===== src/stc_pkg.sv =====
// Shared constants, register map and types of the sync trigger conditioner
package stc_pkg;

  localparam int NSLOT             = 4;
  localparam int CLK_HZ            = 250_000_000;
  localparam int US_PER_S          = 1_000_000;
  localparam int US_CYC            = CLK_HZ / US_PER_S;
  localparam logic [7:0] US_LAST   = 8'(US_CYC - 1);
  localparam int SAMPLE_HZ         = 400;
  localparam int SAMPLE_PERIOD_CYC = CLK_HZ / SAMPLE_HZ;
  localparam int SAMPLE_CNT_W      = 20;

  localparam logic [7:0] ADDR_CTRL       = 8'h00;
  localparam logic [7:0] ADDR_STATUS     = 8'h04;
  localparam logic [3:0] SLOT_PAGE_FIRST = 4'h1;
  localparam logic [3:0] OFS_CFG         = 4'h0;
  localparam logic [3:0] OFS_SKIP        = 4'h4;
  localparam logic [3:0] OFS_TIME        = 4'h8;

  localparam int CTRL_APPLY     = 0;
  localparam int CTRL_MODE      = 1;
  localparam int CTRL_SWREQ     = 2;
  localparam int STAT_REJECT    = 0;
  localparam int STAT_OUT       = 1;
  localparam int STAT_IN_LSB    = 2;
  localparam int STAT_SECOND    = 4;
  localparam int STAT_SPENT_LSB = 8;
  localparam int CFG_EN         = 0;
  localparam int CFG_FN_LSB     = 1;
  localparam int CFG_LN_LSB     = 4;
  localparam int CFG_POL_LSB    = 6;
  localparam int CFG_ONCE       = 8;
  localparam int HI_LSB         = 16;

  typedef enum logic [2:0] {
    FN_TRIG_MARK, FN_LATEST_DATA, FN_START_SAMPLING, FN_CLOCK_SYNC, FN_SAMPLE_IND, FN_SECOND_REF
  } stc_func_e;
  typedef enum logic [1:0] {LN_FIRST_IN, LN_SECOND_IN, LN_SW_REQ, LN_FIRST_OUT} stc_line_e;
  typedef enum logic [1:0] {POL_RISE, POL_FALL, POL_BOTH} stc_pol_e;
  typedef enum logic [1:0] {PH_IDLE, PH_DELAY, PH_PULSE} stc_phase_e;

  typedef struct packed {
    logic        enable;
    stc_func_e   func;
    stc_line_e   line;
    stc_pol_e    pol;
    logic        once;
    logic [15:0] initial_skip_count;
    logic [15:0] periodic_skip_count;
    logic [15:0] width_us;
    logic [15:0] delay_us;
  } stc_slot_s;

  typedef struct packed {
    logic [15:0] init_left;
    logic [15:0] period_left;
    logic        spent;
    stc_phase_e  phase;
    logic [7:0]  pre;
    logic [15:0] us_left;
    logic        fire;
    logic        active;
  } stc_chan_s;

  typedef struct packed {
    logic        mark;
    logic        latest;
    logic        start;
    logic        clock;
  } stc_fn_s;

  typedef struct packed {
    logic        psel;
    logic        penable;
    logic        pwrite;
    logic [7:0]  paddr;
    logic [31:0] pwdata;
  } stc_apb_req_s;

  typedef struct packed {
    logic [31:0] prdata;
    logic        pready;
    logic        pslverr;
  } stc_apb_rsp_s;

  typedef struct packed {
    logic [2:0]                  sync1;
    logic [2:0]                  sync2;
    logic [2:0]                  prev;
    stc_slot_s [NSLOT-1:0]       shadow;
    stc_slot_s [NSLOT-1:0]       active;
    logic                        rejected;
    logic [SAMPLE_CNT_W-1:0]     sample_cnt;
    logic                        sample_tick;
    logic                        sw_req;
    logic                        arm;
    logic                        mode_new;
    logic [31:0]                 prdata;
    logic                        out_line;
    stc_fn_s                     fn;
  } stc_top_s;

endpackage


===== src/stc_channel.sv =====
// One sync function slot: skipping, single shot, delay and pulse width
`timescale 1ns/100ps
`default_nettype none
module stc_channel (
  input  wire logic              clk,
  input  wire logic              reset,
  input  wire stc_pkg::stc_slot_s cfg,
  input  wire logic              arm,
  input  wire logic              mode_new,
  input  wire logic              event_hit,
  output logic                   fire,
  output logic                   active,
  output logic                   spent
);
  import stc_pkg::*;

  stc_chan_s s;
  stc_chan_s n;
  logic      us_tick;
  logic      take;

  // Delay done: one-cycle fire, pulse window opening in the same cycle unless width is zero
  function automatic stc_chan_s launch(stc_chan_s c, stc_slot_s k);
    stc_chan_s r;
    r        = c;
    r.fire   = 1'b1;
    r.active = (k.width_us != 16'h0000);
    r.phase  = r.active ? PH_PULSE : PH_IDLE;
    r.us_left = k.width_us;
    return r;
  endfunction

  always_comb begin
    n       = s;
    n.fire  = 1'b0;
    us_tick = (s.pre == US_LAST);
    n.pre   = us_tick ? 8'h00 : 8'(s.pre + 8'h01);
    take    = event_hit && cfg.enable && !s.spent && (s.phase == PH_IDLE);
    // new mode re-arms single shot
    if (mode_new) begin
      n.spent = 1'b0;
    end
    if (arm) begin
      n.init_left   = cfg.initial_skip_count;
      n.period_left = 16'h0000;
      n.spent       = 1'b0;
      n.phase       = PH_IDLE;
      n.active      = 1'b0;
    end else begin
      unique case (s.phase)
        PH_IDLE: begin
          if (take) begin
            if (s.init_left != 16'h0000) begin
              // drop first edges after arming
              n.init_left = 16'(s.init_left - 16'h0001);
            end else if (s.period_left != 16'h0000) begin
              // periodic discard
              n.period_left = 16'(s.period_left - 16'h0001);
            end else begin
              n.period_left = cfg.periodic_skip_count;
              // shot consumed only past skipping
              n.spent = cfg.once;
              n.pre   = 8'h00;
              if (cfg.delay_us == 16'h0000) begin
                n = launch(n, cfg);
              end else begin
                // wait before reacting
                n.phase   = PH_DELAY;
                n.us_left = cfg.delay_us;
              end
            end
          end
        end
        PH_DELAY: begin
          if (us_tick) begin
            if (s.us_left == 16'h0001) begin
              n = launch(n, cfg);
            end else begin
              n.us_left = 16'(s.us_left - 16'h0001);
            end
          end
        end
        PH_PULSE: begin
          // pulse lasts width in microseconds
          if (us_tick) begin
            if (s.us_left == 16'h0001) begin
              n.phase  = PH_IDLE;
              n.active = 1'b0;
            end else begin
              n.us_left = 16'(s.us_left - 16'h0001);
            end
          end
        end
        default: n.phase = PH_IDLE;
      endcase
    end
  end

  always_ff @(posedge clk or posedge reset) begin
    if (reset) begin
      s <= '0;
    end else begin
      s <= n;
    end
  end

  assign fire   = s.fire;
  assign active = s.active;
  assign spent  = s.spent;

  // skipped edge neither acts nor spends
  a_initial_skip: assert property (@(posedge clk) disable iff (reset)
    (!arm && take && s.init_left != 16'h0000) |=>
      (!s.fire && s.phase == PH_IDLE && s.spent == $past(s.spent) && s.init_left == $past(s.init_left) - 16'h0001))
    else $error("initial skip edge was acted on");

  // periodic skip holds off
  a_periodic_skip: assert property (@(posedge clk) disable iff (reset)
    (!arm && take && s.init_left == 16'h0000 && s.period_left != 16'h0000) |=> (!s.fire && s.phase == PH_IDLE))
    else $error("periodically skipped edge was acted on");

  // spent slot ignores edges
  a_single_shot: assert property (@(posedge clk) disable iff (reset)
    (s.spent && s.phase == PH_IDLE && !arm && !mode_new) |=> (s.phase == PH_IDLE && !s.fire))
    else $error("single shot acted twice");

  // no reaction while delay runs
  a_delay_wait: assert property (@(posedge clk) disable iff (reset)
    (s.phase == PH_DELAY && !arm && (s.us_left > 16'h0001 || !us_tick)) |=> (!s.fire && s.phase == PH_DELAY))
    else $error("reaction before delay elapsed");

  // pulse window loaded with width
  a_pulse_width: assert property (@(posedge clk) disable iff (reset)
    $rose(s.active) |-> (s.us_left == cfg.width_us && s.fire && s.pre != US_LAST))
    else $error("pulse width not loaded");

endmodule
`default_nettype wire


===== src/stc_conditioner.sv =====
// Sync trigger conditioner top: APB registers, line sync, slot routing
//
// Overview of operation
// Two trigger inputs, one trigger output only
// Reject configs mixing line directions
// Output reference pulse aligned to second pulse
// Triggers are pulses, in or out
// Line selector: input, software request, output
// Per-line slots, each with own parameters
// Software request only for latest-data output
// Polarity picks rising, falling or both
// Drop first n edges after arming
// Then periodically drop per periodic skip count
// Single shot acts once, ignores rest
// Single shot counted only after skipping
// New measurement mode re-arms single shot
// Pulse width in microseconds per function
// Delay in microseconds before reacting
// Whole configuration set applied as unit
// Latest-data from input line or software
// Sampling indication from 400 Hz clock
// Two-stage synchroniser before edge detection
//
// The APB interface to the registers and the placing of the registers were decided locally.
`timescale 1ns/100ps
`default_nettype none
module stc_conditioner #(
  parameter int SAMPLE_PERIOD = stc_pkg::SAMPLE_PERIOD_CYC
) (
  input  wire logic                  clk,
  input  wire logic                  reset,
  input  wire stc_pkg::stc_apb_req_s apb_req,
  output stc_pkg::stc_apb_rsp_s      apb_rsp,
  input  wire logic [1:0]            trigger_input_line,
  input  wire logic                  receiver_second_pulse,
  output logic                       trigger_output_line,
  output stc_pkg::stc_fn_s           fn_pulse
);
  import stc_pkg::*;

  localparam logic [SAMPLE_CNT_W-1:0] SAMPLE_LAST = SAMPLE_CNT_W'(SAMPLE_PERIOD - 1);

  stc_top_s          s;
  stc_top_s          n;
  logic [NSLOT-1:0]  ch_event;
  logic [NSLOT-1:0]  ch_fire;
  logic [NSLOT-1:0]  ch_active;
  logic [NSLOT-1:0]  ch_spent;
  logic              all_legal;
  logic              apply_wr;
  logic              any_out;
  logic [1:0]        widx;
  logic [3:0]        page;

  // edge qualifier
  function automatic logic edge_hit(stc_pol_e pol, logic prev, logic cur);
    logic r;
    r = 1'b0;
    unique case (pol)
      POL_RISE: r = cur && !prev;
      POL_FALL: r = !cur && prev;
      POL_BOTH: r = cur ^ prev;
      default:  r = 1'b0;
    endcase
    return r;
  endfunction

  function automatic logic is_out_fn(stc_func_e f);
    return (f == FN_SAMPLE_IND) || (f == FN_SECOND_REF);
  endfunction

  // legal line per function
  function automatic logic slot_legal(stc_slot_s k);
    logic ok;
    ok = 1'b0;
    unique case (k.func)
      FN_SAMPLE_IND, FN_SECOND_REF: ok = (k.line == LN_FIRST_OUT);
      FN_LATEST_DATA:               ok = (k.line != LN_FIRST_OUT);
      FN_TRIG_MARK, FN_START_SAMPLING, FN_CLOCK_SYNC:
        ok = (k.line == LN_FIRST_IN) || (k.line == LN_SECOND_IN);
      default:                      ok = 1'b0;
    endcase
    return !k.enable || (ok && k.pol != 2'h3);
  endfunction

  function automatic logic addr_ok(logic [7:0] a);
    logic [3:0] pg;
    pg = a[7:4];
    return (a == ADDR_CTRL) || (a == ADDR_STATUS) ||
           (pg >= SLOT_PAGE_FIRST && pg <= 4'(NSLOT) &&
            (a[3:0] == OFS_CFG || a[3:0] == OFS_SKIP || a[3:0] == OFS_TIME));
  endfunction

  always_comb begin
    n        = s;
    ch_event = '0;
    any_out  = 1'b0;
    all_legal = 1'b1;
    page     = apb_req.paddr[7:4];
    widx     = 2'(page - SLOT_PAGE_FIRST);
    // pins pass two flops before edge logic
    n.sync1    = {receiver_second_pulse, trigger_input_line};
    n.sync2    = s.sync1;
    n.prev     = s.sync2;
    n.arm      = 1'b0;
    n.mode_new = 1'b0;
    n.sw_req   = 1'b0;
    // 400 Hz sampling clock
    n.sample_tick = (s.sample_cnt == '0);
    n.sample_cnt  = (s.sample_cnt == '0) ? SAMPLE_LAST : SAMPLE_CNT_W'(s.sample_cnt - 1'b1);

    for (int i = 0; i < NSLOT; i++) begin
      all_legal = all_legal && slot_legal(s.shadow[i]);
      // source selection per slot
      unique case (s.active[i].line)
        LN_FIRST_IN:  ch_event[i] = edge_hit(s.active[i].pol, s.prev[0], s.sync2[0]);
        LN_SECOND_IN: ch_event[i] = edge_hit(s.active[i].pol, s.prev[1], s.sync2[1]);
        // software request feeds latest-data only
        LN_SW_REQ:    ch_event[i] = s.sw_req && (s.active[i].func == FN_LATEST_DATA);
        // second reference tracks receiver pulse edge
        LN_FIRST_OUT: ch_event[i] = (s.active[i].func == FN_SECOND_REF) ?
                                    edge_hit(s.active[i].pol, s.prev[2], s.sync2[2]) : s.sample_tick;
        default:      ch_event[i] = 1'b0;
      endcase
      if (ch_active[i] && is_out_fn(s.active[i].func)) begin
        any_out = 1'b1;
      end
    end

    // input slots report their reaction as pulses
    n.fn = '0;
    for (int i = 0; i < NSLOT; i++) begin
      if (ch_fire[i]) begin
        unique case (s.active[i].func)
          FN_TRIG_MARK:      n.fn.mark   = 1'b1;
          FN_LATEST_DATA:    n.fn.latest = 1'b1;
          FN_START_SAMPLING: n.fn.start  = 1'b1;
          FN_CLOCK_SYNC:     n.fn.clock  = 1'b1;
          default:           n.fn.mark   = n.fn.mark;
        endcase
      end
    end
    // single output line driven by output slots
    n.out_line = any_out;

    // Read data captured in setup so access can finish at once
    if (apb_req.psel && !apb_req.penable) begin
      n.prdata = 32'h0000_0000;
      if (apb_req.paddr == ADDR_STATUS) begin
        n.prdata[STAT_REJECT]                  = s.rejected;
        n.prdata[STAT_OUT]                     = s.out_line;
        n.prdata[STAT_IN_LSB +: 2]             = s.sync2[1:0];
        n.prdata[STAT_SECOND]                  = s.sync2[2];
        n.prdata[STAT_SPENT_LSB +: NSLOT]      = ch_spent;
      end else if (addr_ok(apb_req.paddr) && apb_req.paddr != ADDR_CTRL) begin
        unique case (apb_req.paddr[3:0])
          OFS_CFG: begin
            n.prdata[CFG_EN]               = s.shadow[widx].enable;
            n.prdata[CFG_FN_LSB +: 3]      = s.shadow[widx].func;
            n.prdata[CFG_LN_LSB +: 2]      = s.shadow[widx].line;
            n.prdata[CFG_POL_LSB +: 2]     = s.shadow[widx].pol;
            n.prdata[CFG_ONCE]             = s.shadow[widx].once;
          end
          OFS_SKIP: n.prdata = {s.shadow[widx].periodic_skip_count, s.shadow[widx].initial_skip_count};
          OFS_TIME: n.prdata = {s.shadow[widx].delay_us, s.shadow[widx].width_us};
          default:  n.prdata = 32'h0000_0000;
        endcase
      end
    end

    apply_wr = 1'b0;
    if (apb_req.psel && apb_req.penable && apb_req.pwrite && addr_ok(apb_req.paddr)) begin
      if (apb_req.paddr == ADDR_CTRL) begin
        apply_wr   = apb_req.pwdata[CTRL_APPLY];
        n.mode_new = apb_req.pwdata[CTRL_MODE];
        n.sw_req   = apb_req.pwdata[CTRL_SWREQ];
      end else if (apb_req.paddr != ADDR_STATUS) begin
        unique case (apb_req.paddr[3:0])
          OFS_CFG: begin
            n.shadow[widx].enable = apb_req.pwdata[CFG_EN];
            n.shadow[widx].func   = stc_func_e'(apb_req.pwdata[CFG_FN_LSB +: 3]);
            n.shadow[widx].line   = stc_line_e'(apb_req.pwdata[CFG_LN_LSB +: 2]);
            n.shadow[widx].pol    = stc_pol_e'(apb_req.pwdata[CFG_POL_LSB +: 2]);
            n.shadow[widx].once   = apb_req.pwdata[CFG_ONCE];
          end
          OFS_SKIP: begin
            n.shadow[widx].initial_skip_count  = apb_req.pwdata[HI_LSB-1:0];
            n.shadow[widx].periodic_skip_count = apb_req.pwdata[31:HI_LSB];
          end
          OFS_TIME: begin
            n.shadow[widx].width_us = apb_req.pwdata[HI_LSB-1:0];
            n.shadow[widx].delay_us = apb_req.pwdata[31:HI_LSB];
          end
          default: n.shadow[widx] = s.shadow[widx];
        endcase
      end
    end

    // whole set goes live or none of it
    if (apply_wr) begin
      n.rejected = !all_legal;
      if (all_legal) begin
        n.active = s.shadow;
        n.arm    = 1'b1;
      end
    end
  end

  always_ff @(posedge clk or posedge reset) begin
    if (reset) begin
      s <= '0;
    end else begin
      s <= n;
    end
  end

  // independent slot per line and function
  generate
    for (genvar g = 0; g < NSLOT; g++) begin : g_slot
      stc_channel u_chan (
        .clk       (clk),
        .reset     (reset),
        .cfg       (s.active[g]),
        .arm       (s.arm),
        .mode_new  (s.mode_new),
        .event_hit (ch_event[g]),
        .fire      (ch_fire[g]),
        .active    (ch_active[g]),
        .spent     (ch_spent[g])
      );
    end
  endgenerate

  // Zero wait states; unmapped access flagged
  assign apb_rsp.pready  = 1'b1;
  assign apb_rsp.pslverr = apb_req.psel && apb_req.penable && !addr_ok(apb_req.paddr);
  assign apb_rsp.prdata  = s.prdata;
  assign trigger_output_line = s.out_line;
  assign fn_pulse            = s.fn;

  // illegal set leaves live config untouched
  a_reject_keep: assert property (@(posedge clk) disable iff (reset)
    (apply_wr && !all_legal) |=> (s.rejected && !s.arm && s.active == $past(s.active)))
    else $error("illegal configuration was applied");

  // legal set copied whole and armed in the same cycle
  a_unit_apply: assert property (@(posedge clk) disable iff (reset)
    (apply_wr && all_legal) |=> (s.active == $past(s.shadow) && s.arm && !s.rejected))
    else $error("configuration not applied as one unit");

  // rising event seen three edges after pin rose
  a_sync_delay: assert property (@(posedge clk) disable iff (reset)
    (ch_event[0] && s.active[0].line == LN_FIRST_IN && s.active[0].pol == POL_RISE) |->
      ($past(trigger_input_line[0], 2) && !$past(trigger_input_line[0], 3)))
    else $error("input edge not from synchronised pin");

  // sampling tick paired with counter reload
  a_sample_tick: assert property (@(posedge clk) disable iff (reset)
    s.sample_tick |-> (s.sample_cnt == SAMPLE_LAST && $past(s.sample_cnt) == '0 && !$past(s.sample_tick)))
    else $error("sampling tick out of step");

  // software request never marks or starts
  a_sw_route: assert property (@(posedge clk) disable iff (reset)
    (s.sw_req && ch_event[0] && s.active[0].line == LN_SW_REQ) |-> (s.active[0].func == FN_LATEST_DATA))
    else $error("software request drove wrong function");

  // output line follows output slot window
  a_out_follow: assert property (@(posedge clk) disable iff (reset)
    any_out |=> trigger_output_line ##1 (trigger_output_line == $past(any_out)))
    else $error("output line not following slot pulse");

  // Status read returns live reject flag
  a_status_read: assert property (@(posedge clk) disable iff (reset)
    (apb_req.psel && !apb_req.penable && apb_req.paddr == ADDR_STATUS) |=>
      (apb_rsp.prdata[STAT_REJECT] == $past(s.rejected)))
    else $error("status read mismatch");

  // mode write gives next-cycle pulse
  a_mode_pulse: assert property (@(posedge clk) disable iff (reset)
    (apb_req.psel && apb_req.penable && apb_req.pwrite && apb_req.paddr == ADDR_CTRL) |=>
      (s.mode_new == $past(apb_req.pwdata[CTRL_MODE])))
    else $error("mode pulse missing");

  // software request write gives pulse
  a_swreq_pulse: assert property (@(posedge clk) disable iff (reset)
    (apb_req.psel && apb_req.penable && apb_req.pwrite && apb_req.paddr == ADDR_CTRL) |=>
      (s.sw_req == $past(apb_req.pwdata[CTRL_SWREQ])))
    else $error("software request pulse missing");

  // apply arms only a legal set
  a_apply_arm: assert property (@(posedge clk) disable iff (reset)
    (apb_req.psel && apb_req.penable && apb_req.pwrite && apb_req.paddr == ADDR_CTRL) |=>
      (s.arm == ($past(apb_req.pwdata[CTRL_APPLY]) && $past(all_legal))))
    else $error("arm pulse out of step");

  // arm lasts one cycle
  a_arm_single: assert property (@(posedge clk) disable iff (reset)
    s.arm |=> !s.arm)
    else $error("arm pulse too long");

  // mode pulse lasts one cycle
  a_mode_single: assert property (@(posedge clk) disable iff (reset)
    s.mode_new |=> !s.mode_new)
    else $error("mode pulse too long");

  // reject flag tracks last apply
  a_reject_flag: assert property (@(posedge clk) disable iff (reset)
    apply_wr |=> (s.rejected == !$past(all_legal)))
    else $error("reject flag wrong after apply");

  // reject flag moves only on apply
  a_reject_hold: assert property (@(posedge clk) disable iff (reset)
    !apply_wr |=> $stable(s.rejected))
    else $error("reject flag changed without apply");

  // status writes leave shadow alone
  a_status_nowr: assert property (@(posedge clk) disable iff (reset)
    (apb_req.psel && apb_req.penable && apb_req.pwrite && apb_req.paddr == ADDR_STATUS) |=>
      (s.shadow == $past(s.shadow)))
    else $error("status write changed shadow");

  // unmapped writes change nothing
  a_bad_addr_nowr: assert property (@(posedge clk) disable iff (reset)
    (apb_req.psel && apb_req.penable && apb_req.pwrite && !addr_ok(apb_req.paddr)) |=>
      (s.shadow == $past(s.shadow) && !s.arm))
    else $error("unmapped write took effect");

  // Read data stands until next setup
  a_prdata_hold: assert property (@(posedge clk) disable iff (reset)
    !(apb_req.psel && !apb_req.penable) |=> $stable(apb_rsp.prdata))
    else $error("read data changed outside setup");

  // Control register reads back zero
  a_ctrl_read_zero: assert property (@(posedge clk) disable iff (reset)
    (apb_req.psel && !apb_req.penable && apb_req.paddr == ADDR_CTRL) |=> (apb_rsp.prdata == 32'h0000_0000))
    else $error("control read not zero");

  // second reference from synced pulse edge
  a_second_sync: assert property (@(posedge clk) disable iff (reset)
    (ch_event[0] && s.active[0].line == LN_FIRST_OUT && s.active[0].func == FN_SECOND_REF &&
     s.active[0].pol == POL_RISE) |-> ($past(receiver_second_pulse, 2) && !$past(receiver_second_pulse, 3)))
    else $error("second reference edge not from synced pulse");

  // second flop fed only by first
  a_sync_chain: assert property (@(posedge clk) disable iff (reset)
    (s.sync2 == $past(s.sync1)))
    else $error("synchroniser chain broken");

  // ticks never back to back
  a_tick_gap: assert property (@(posedge clk) disable iff (reset)
    s.sample_tick |=> !s.sample_tick)
    else $error("sampling ticks back to back");

  // reaction pulse only after slot fire
  a_fn_from_fire: assert property (@(posedge clk) disable iff (reset)
    (|s.fn) |-> $past(|ch_fire))
    else $error("reaction pulse without fire");

endmodule
`default_nettype wire


===== config.mk =====
export PLATFORM = sky130hd
export DESIGN_NAME = stc_conditioner
export DESIGN_NICKNAME = d
export VERILOG_FILES = /design/src/stc_pkg.sv /design/src/stc_channel.sv /design/src/stc_conditioner.sv
export SDC_FILE = /design/constraint.sdc
export NUM_CORES = 2
export LEC_CHECK = 0
export BUFFER_PORTS_ARGS = -buffer_cell sky130_fd_sc_hd__buf_4
export CORE_MARGIN = 3
export CORE_UTILIZATION = 50
export DETAILED_ROUTE_END_ITERATION = 16
export PLACE_DENSITY = 0.71
export SLEW_MARGIN = 20
export SYNTH_ARGS = -nofsm -noshare
export SYNTH_HDL_FRONTEND = slang
export SYNTH_SLANG_ARGS = --single-unit

===== constraint.sdc =====
create_clock -name clk -period 30.9 [get_ports clk]
set_input_delay 1.545 -clock clk [delete_from_list [all_inputs] [get_ports clk]]
set_output_delay 1.545 -clock clk [all_outputs]
set_load 0.01 [all_outputs]

==> out/qor.log <==
INFO  hold_path      worstHoldPathCells=0
INFO  clocking       cts.hold.buffers_added=0
INFO  die            die_height=306.5um
INFO  clocking       clk_transition_reported_paths=0.06ns
INFO  routing        dr_total_vias=35.87k
INFO  clocking       cts_tree=built
INFO  synth          yosys_warnings=0
INFO  global_route   grt_residual_overflow=0
INFO  clocking       clock_path_buffers=3
INFO  timing         grt_setup_unrepaired=no
INFO  global_route   first_global_vias=33.93k
INFO  timing         min_period=6.011ns
INFO  pwr            vdd.ir_drop.worst=0.00004695V
INFO  timing         setup_slack_of_the_critical_path_after_layout=24.89ns
INFO  layout         finish.utilization=0.5609
INFO  setup_path     crit_arrival=6.55ns
INFO  clocking       clock_insertion_delay_worst_skew=0.69ns
INFO  die            initial_core_util=0.5077
INFO  synth          synth-seq-cells=899
INFO  layout         flow.area_growth_from_synthesis=10.48%
INFO  timing         timing.setup.tns=0ns
INFO  routing        route.detailed.drc=0
INFO  clocking       clock_tree.root_cell=sky130_fd_sc_hd__clkbuf_16
INFO  global_route   grt_use_total=0.3015
INFO  place          place_congestion=0.9710
INFO  routing        avgViaCountPerCell=6.674
INFO  hold_path      hold_start=n[650]$_DFF_PP0_
INFO  synth          synth_sequential_area_ratio=0.4983
INFO  place          dp_worst_setup_slack=24.33ns
INFO  pwr            cellLeakagePower=22.56nW
INFO  global_route   grtUsageMet1=0.4324
INFO  setup_path     cp_data_required_time=31.44ns
INFO  synth          leading_cell_type_by_number_of_instances_after_synthesis=sky130_fd_sc_hd__dfrtp_1
INFO  routing        finalWirelength=143700um
INFO  layout         nets=4230
INFO  layout         layout-drive-gt1-share=0.1811
INFO  global_route   globalRoute.busiestLayer=met1
INFO  synth          ys.flop_type=sky130_fd_sc_hd__dfrtp_1
INFO  timing         slew_headroom=0.2447
INFO  timing         number_of_failing_setup_endpoints_in_the_final_timing_report=0
INFO  clocking       cts_resized=0
INFO  clocking       numClockSinks=899
INFO  die            rows=109
INFO  global_route   grt_start_max_net_pins=121
INFO  routing        first_iter_violations=4387
INFO  synth          postSynthNetCount=4282
INFO  synth          synth.avg_cell_area=10.80squm
INFO  synth          post_synth_inst_count=4181
INFO  place          quantity_of_i_o_buffers_inserted_on_ports=85
INFO  clocking       clock_tree.htree_level_count=3
INFO  die            ioPinCount=87
INFO  timing         finClkSkew=0.03714ns
INFO  place          detailedPlacementHpwl=100400um
INFO  global_route   grt_first_pass_wirelength=217400um
INFO  synth          post_synth_top_cells=sky130_fd_sc_hd__dfrtp_1 (899), sky130_fd_sc_hd__nor2_1 (367), sky130_fd_sc_hd__mux2_2 (332)
INFO  setup_path     crit_path_end_kind=flip-flop
INFO  routing        ant_nets=0
INFO  timing         fin_crit_sh=0.1945
INFO  setup_path     worst-setup-path-type=primary input to flip-flop
INFO  clocking       inserted_clock_buffers=95
INFO  die            core_area=88920squm
INFO  setup_path     ff2ff_path_depth=8
INFO  routing        routed_wire_length_per_instance=26.74um
INFO  global_route   groute.layer.met3.usage=0.08517
INFO  global_route   initial_antenna_violation_count=5
INFO  timing         worst_pin_slew=1.125ns
INFO  timing         final_report_hold_violation_count=0
INFO  timing         drv_slew=0
INFO  die            die_w=306.5um
INFO  global_route   use_met2=0.4252
INFO  setup_path     critical_path_peak_fanout=79
INFO  synth          synthDominantAreaCellType=sky130_fd_sc_hd__dfrtp_1
INFO  hold_path      hold_path.class=flip-flop to flip-flop
INFO  layout         final_cell_count_no_fill=5375
INFO  synth          post_synth_main_area_contributors=sky130_fd_sc_hd__dfrtp_1 (50%), sky130_fd_sc_hd__mux2_2 (8.3%), sky130_fd_sc_hd__a22o_1 (5.4%)
INFO  pwr            total_power_divided_by_cell_area=49.72nW/um^2
INFO  setup_path     startpoint=apb_req[36]
INFO  routing        detail_route.first_pass.iterations=8
INFO  timing         fmax=0.1664GHz
INFO  synth          syn_area=45150squm
INFO  synth          synthDistinctLibCells=90
INFO  synth          synth_top_area_share=0.4983
INFO  timing         fin_hold_ws=0.3429ns
INFO  setup_path     start_kind=primary input
INFO  synth          synth-async-reset-ratio=1.000
INFO  place          dpl.cell_count=5197
INFO  flow_run       drv_cap=0
INFO  synth          number_of_flops_mapped_to_enable_cells_by_yosys=0
INFO  clocking       cts_setup_buffers=0
INFO  die            die_area=93930squm
INFO  status         outcome=finished clean
[worst max-delay path, stage by stage]
cell and delay [ns]:
sky130_fd_sc_hd__buf_4 0.62, sky130_fd_sc_hd__inv_1 0.26, sky130_fd_sc_hd__ha_4 0.34, sky130_fd_sc_hd__inv_1 0.22, sky130_fd_sc_hd__or3_1 0.17, sky130_fd_sc_hd__nor3_1 0.12
sky130_fd_sc_hd__nand3_4 0.77, sky130_fd_sc_hd__buf_4 0.92, sky130_fd_sc_hd__buf_4 0.93, sky130_fd_sc_hd__mux2_2 0.42
[through the flow]
| stage | power [W] | area (sq um) |
|---|---|---|
| CTS | 0.002492 | 49850 |
| global placement | 0.001292 | 46560 |
| detailed placement | 0.001293 | 46560 |
| finish | 0.002480 | 49880 |
| global route | 0.002547 | 49870 |
| floorplan | 0.001257 | 45150 |
[kinds of logic after synthesis]
logic type | count (synthesis) | share of synthesized area
adder cells (fa/ha/maj) | 53 | 0.01469
AND/OR/NAND/NOR | 1139 | 0.1254
flip-flops | 899 | 0.4983
XOR/XNOR | 103 | 0.01998
buffers and inverters | 404 | 0.03733
other | 1 | 0.00008306
AO/OA/AOI/OAI | 1148 | 0.1785
multiplexers | 434 | 0.1257
[path summary, 6_finish.rpt]
path | endpoint | slack [ns]
worst max-delay path | s[73]$_DFFE_PP0P_ | 24.89
worst min-delay path | n[647]$_DFF_PP0_ | 0.34
worst max register to register | s[73]$_DFFE_PP0P_ | 26.14
worst min register to register | n[647]$_DFF_PP0_ | 0.34
max in group asynchronous | s[277]$_DFFE_PP0P_ | 26.02
min in group asynchronous | g_slot[2].u_chan.s[43]$_DFFE_PP0P_ | 1.03
[cells in the final DEF, fill, tap and decap left out, types with 28 or more instances in the layout]
cell	n
sky130_fd_sc_hd__nand4_1	30
sky130_fd_sc_hd__o22ai_1	52
sky130_fd_sc_hd__nor2b_1	28
sky130_fd_sc_hd__a22oi_1	102
sky130_fd_sc_hd__o21ai_0	175
sky130_fd_sc_hd__xnor2_1	52
sky130_fd_sc_hd__a21oi_1	247
sky130_fd_sc_hd__buf_4	149
sky130_fd_sc_hd__mux2_2	332
sky130_fd_sc_hd__nor2_1	367
sky130_fd_sc_hd__o31ai_1	44
sky130_fd_sc_hd__inv_1	104
sky130_fd_sc_hd__clkbuf_16	96
sky130_fd_sc_hd__mux2i_1	29
sky130_fd_sc_hd__xor2_1	51
sky130_fd_sc_hd__nand2_1	230
sky130_fd_sc_hd__a22o_1	280
sky130_fd_sc_hd__mux4_2	73
sky130_fd_sc_hd__ha_1	49
sky130_fd_sc_hd__nor4_1	90
sky130_fd_sc_hd__nand3_1	94
sky130_fd_sc_hd__nor3_1	90
sky130_fd_sc_hd__a2bb2oi_1	35
sky130_fd_sc_hd__dfrtp_1	898
[metal layers]
layer / vias up / wire (um)
met5: - / 28
met2: 2024 / 60640
li1: 15518 / -
met1: 18003 / 58750
met4: 4 / 7518
met3: 324 / 16810
[report_power, final]
group          total (W)  internal (W)  switching [W]  leakage (nW)
clock            0.00121      0.000710       0.000498          1.60
combinational  0.0000890     0.0000202      0.0000688          8.53
sequential       0.00118       0.00118     0.00000325          12.4
total            0.00248       0.00191       0.000570          22.6
[final cells by class]
class | count | area [sq um]
antenna | 3 | 7.507
clock buffer | 137 | 2736
clock inverter | 38 | 554.3
fill | 7524 | 39040
inverter | 106 | 405.4
multi-input combinational | 2878 | 21100
sequential | 899 | 22500
tap | 1165 | 1458
timing repair buffer | 149 | 1119
(Power assumes the default switching activity.)
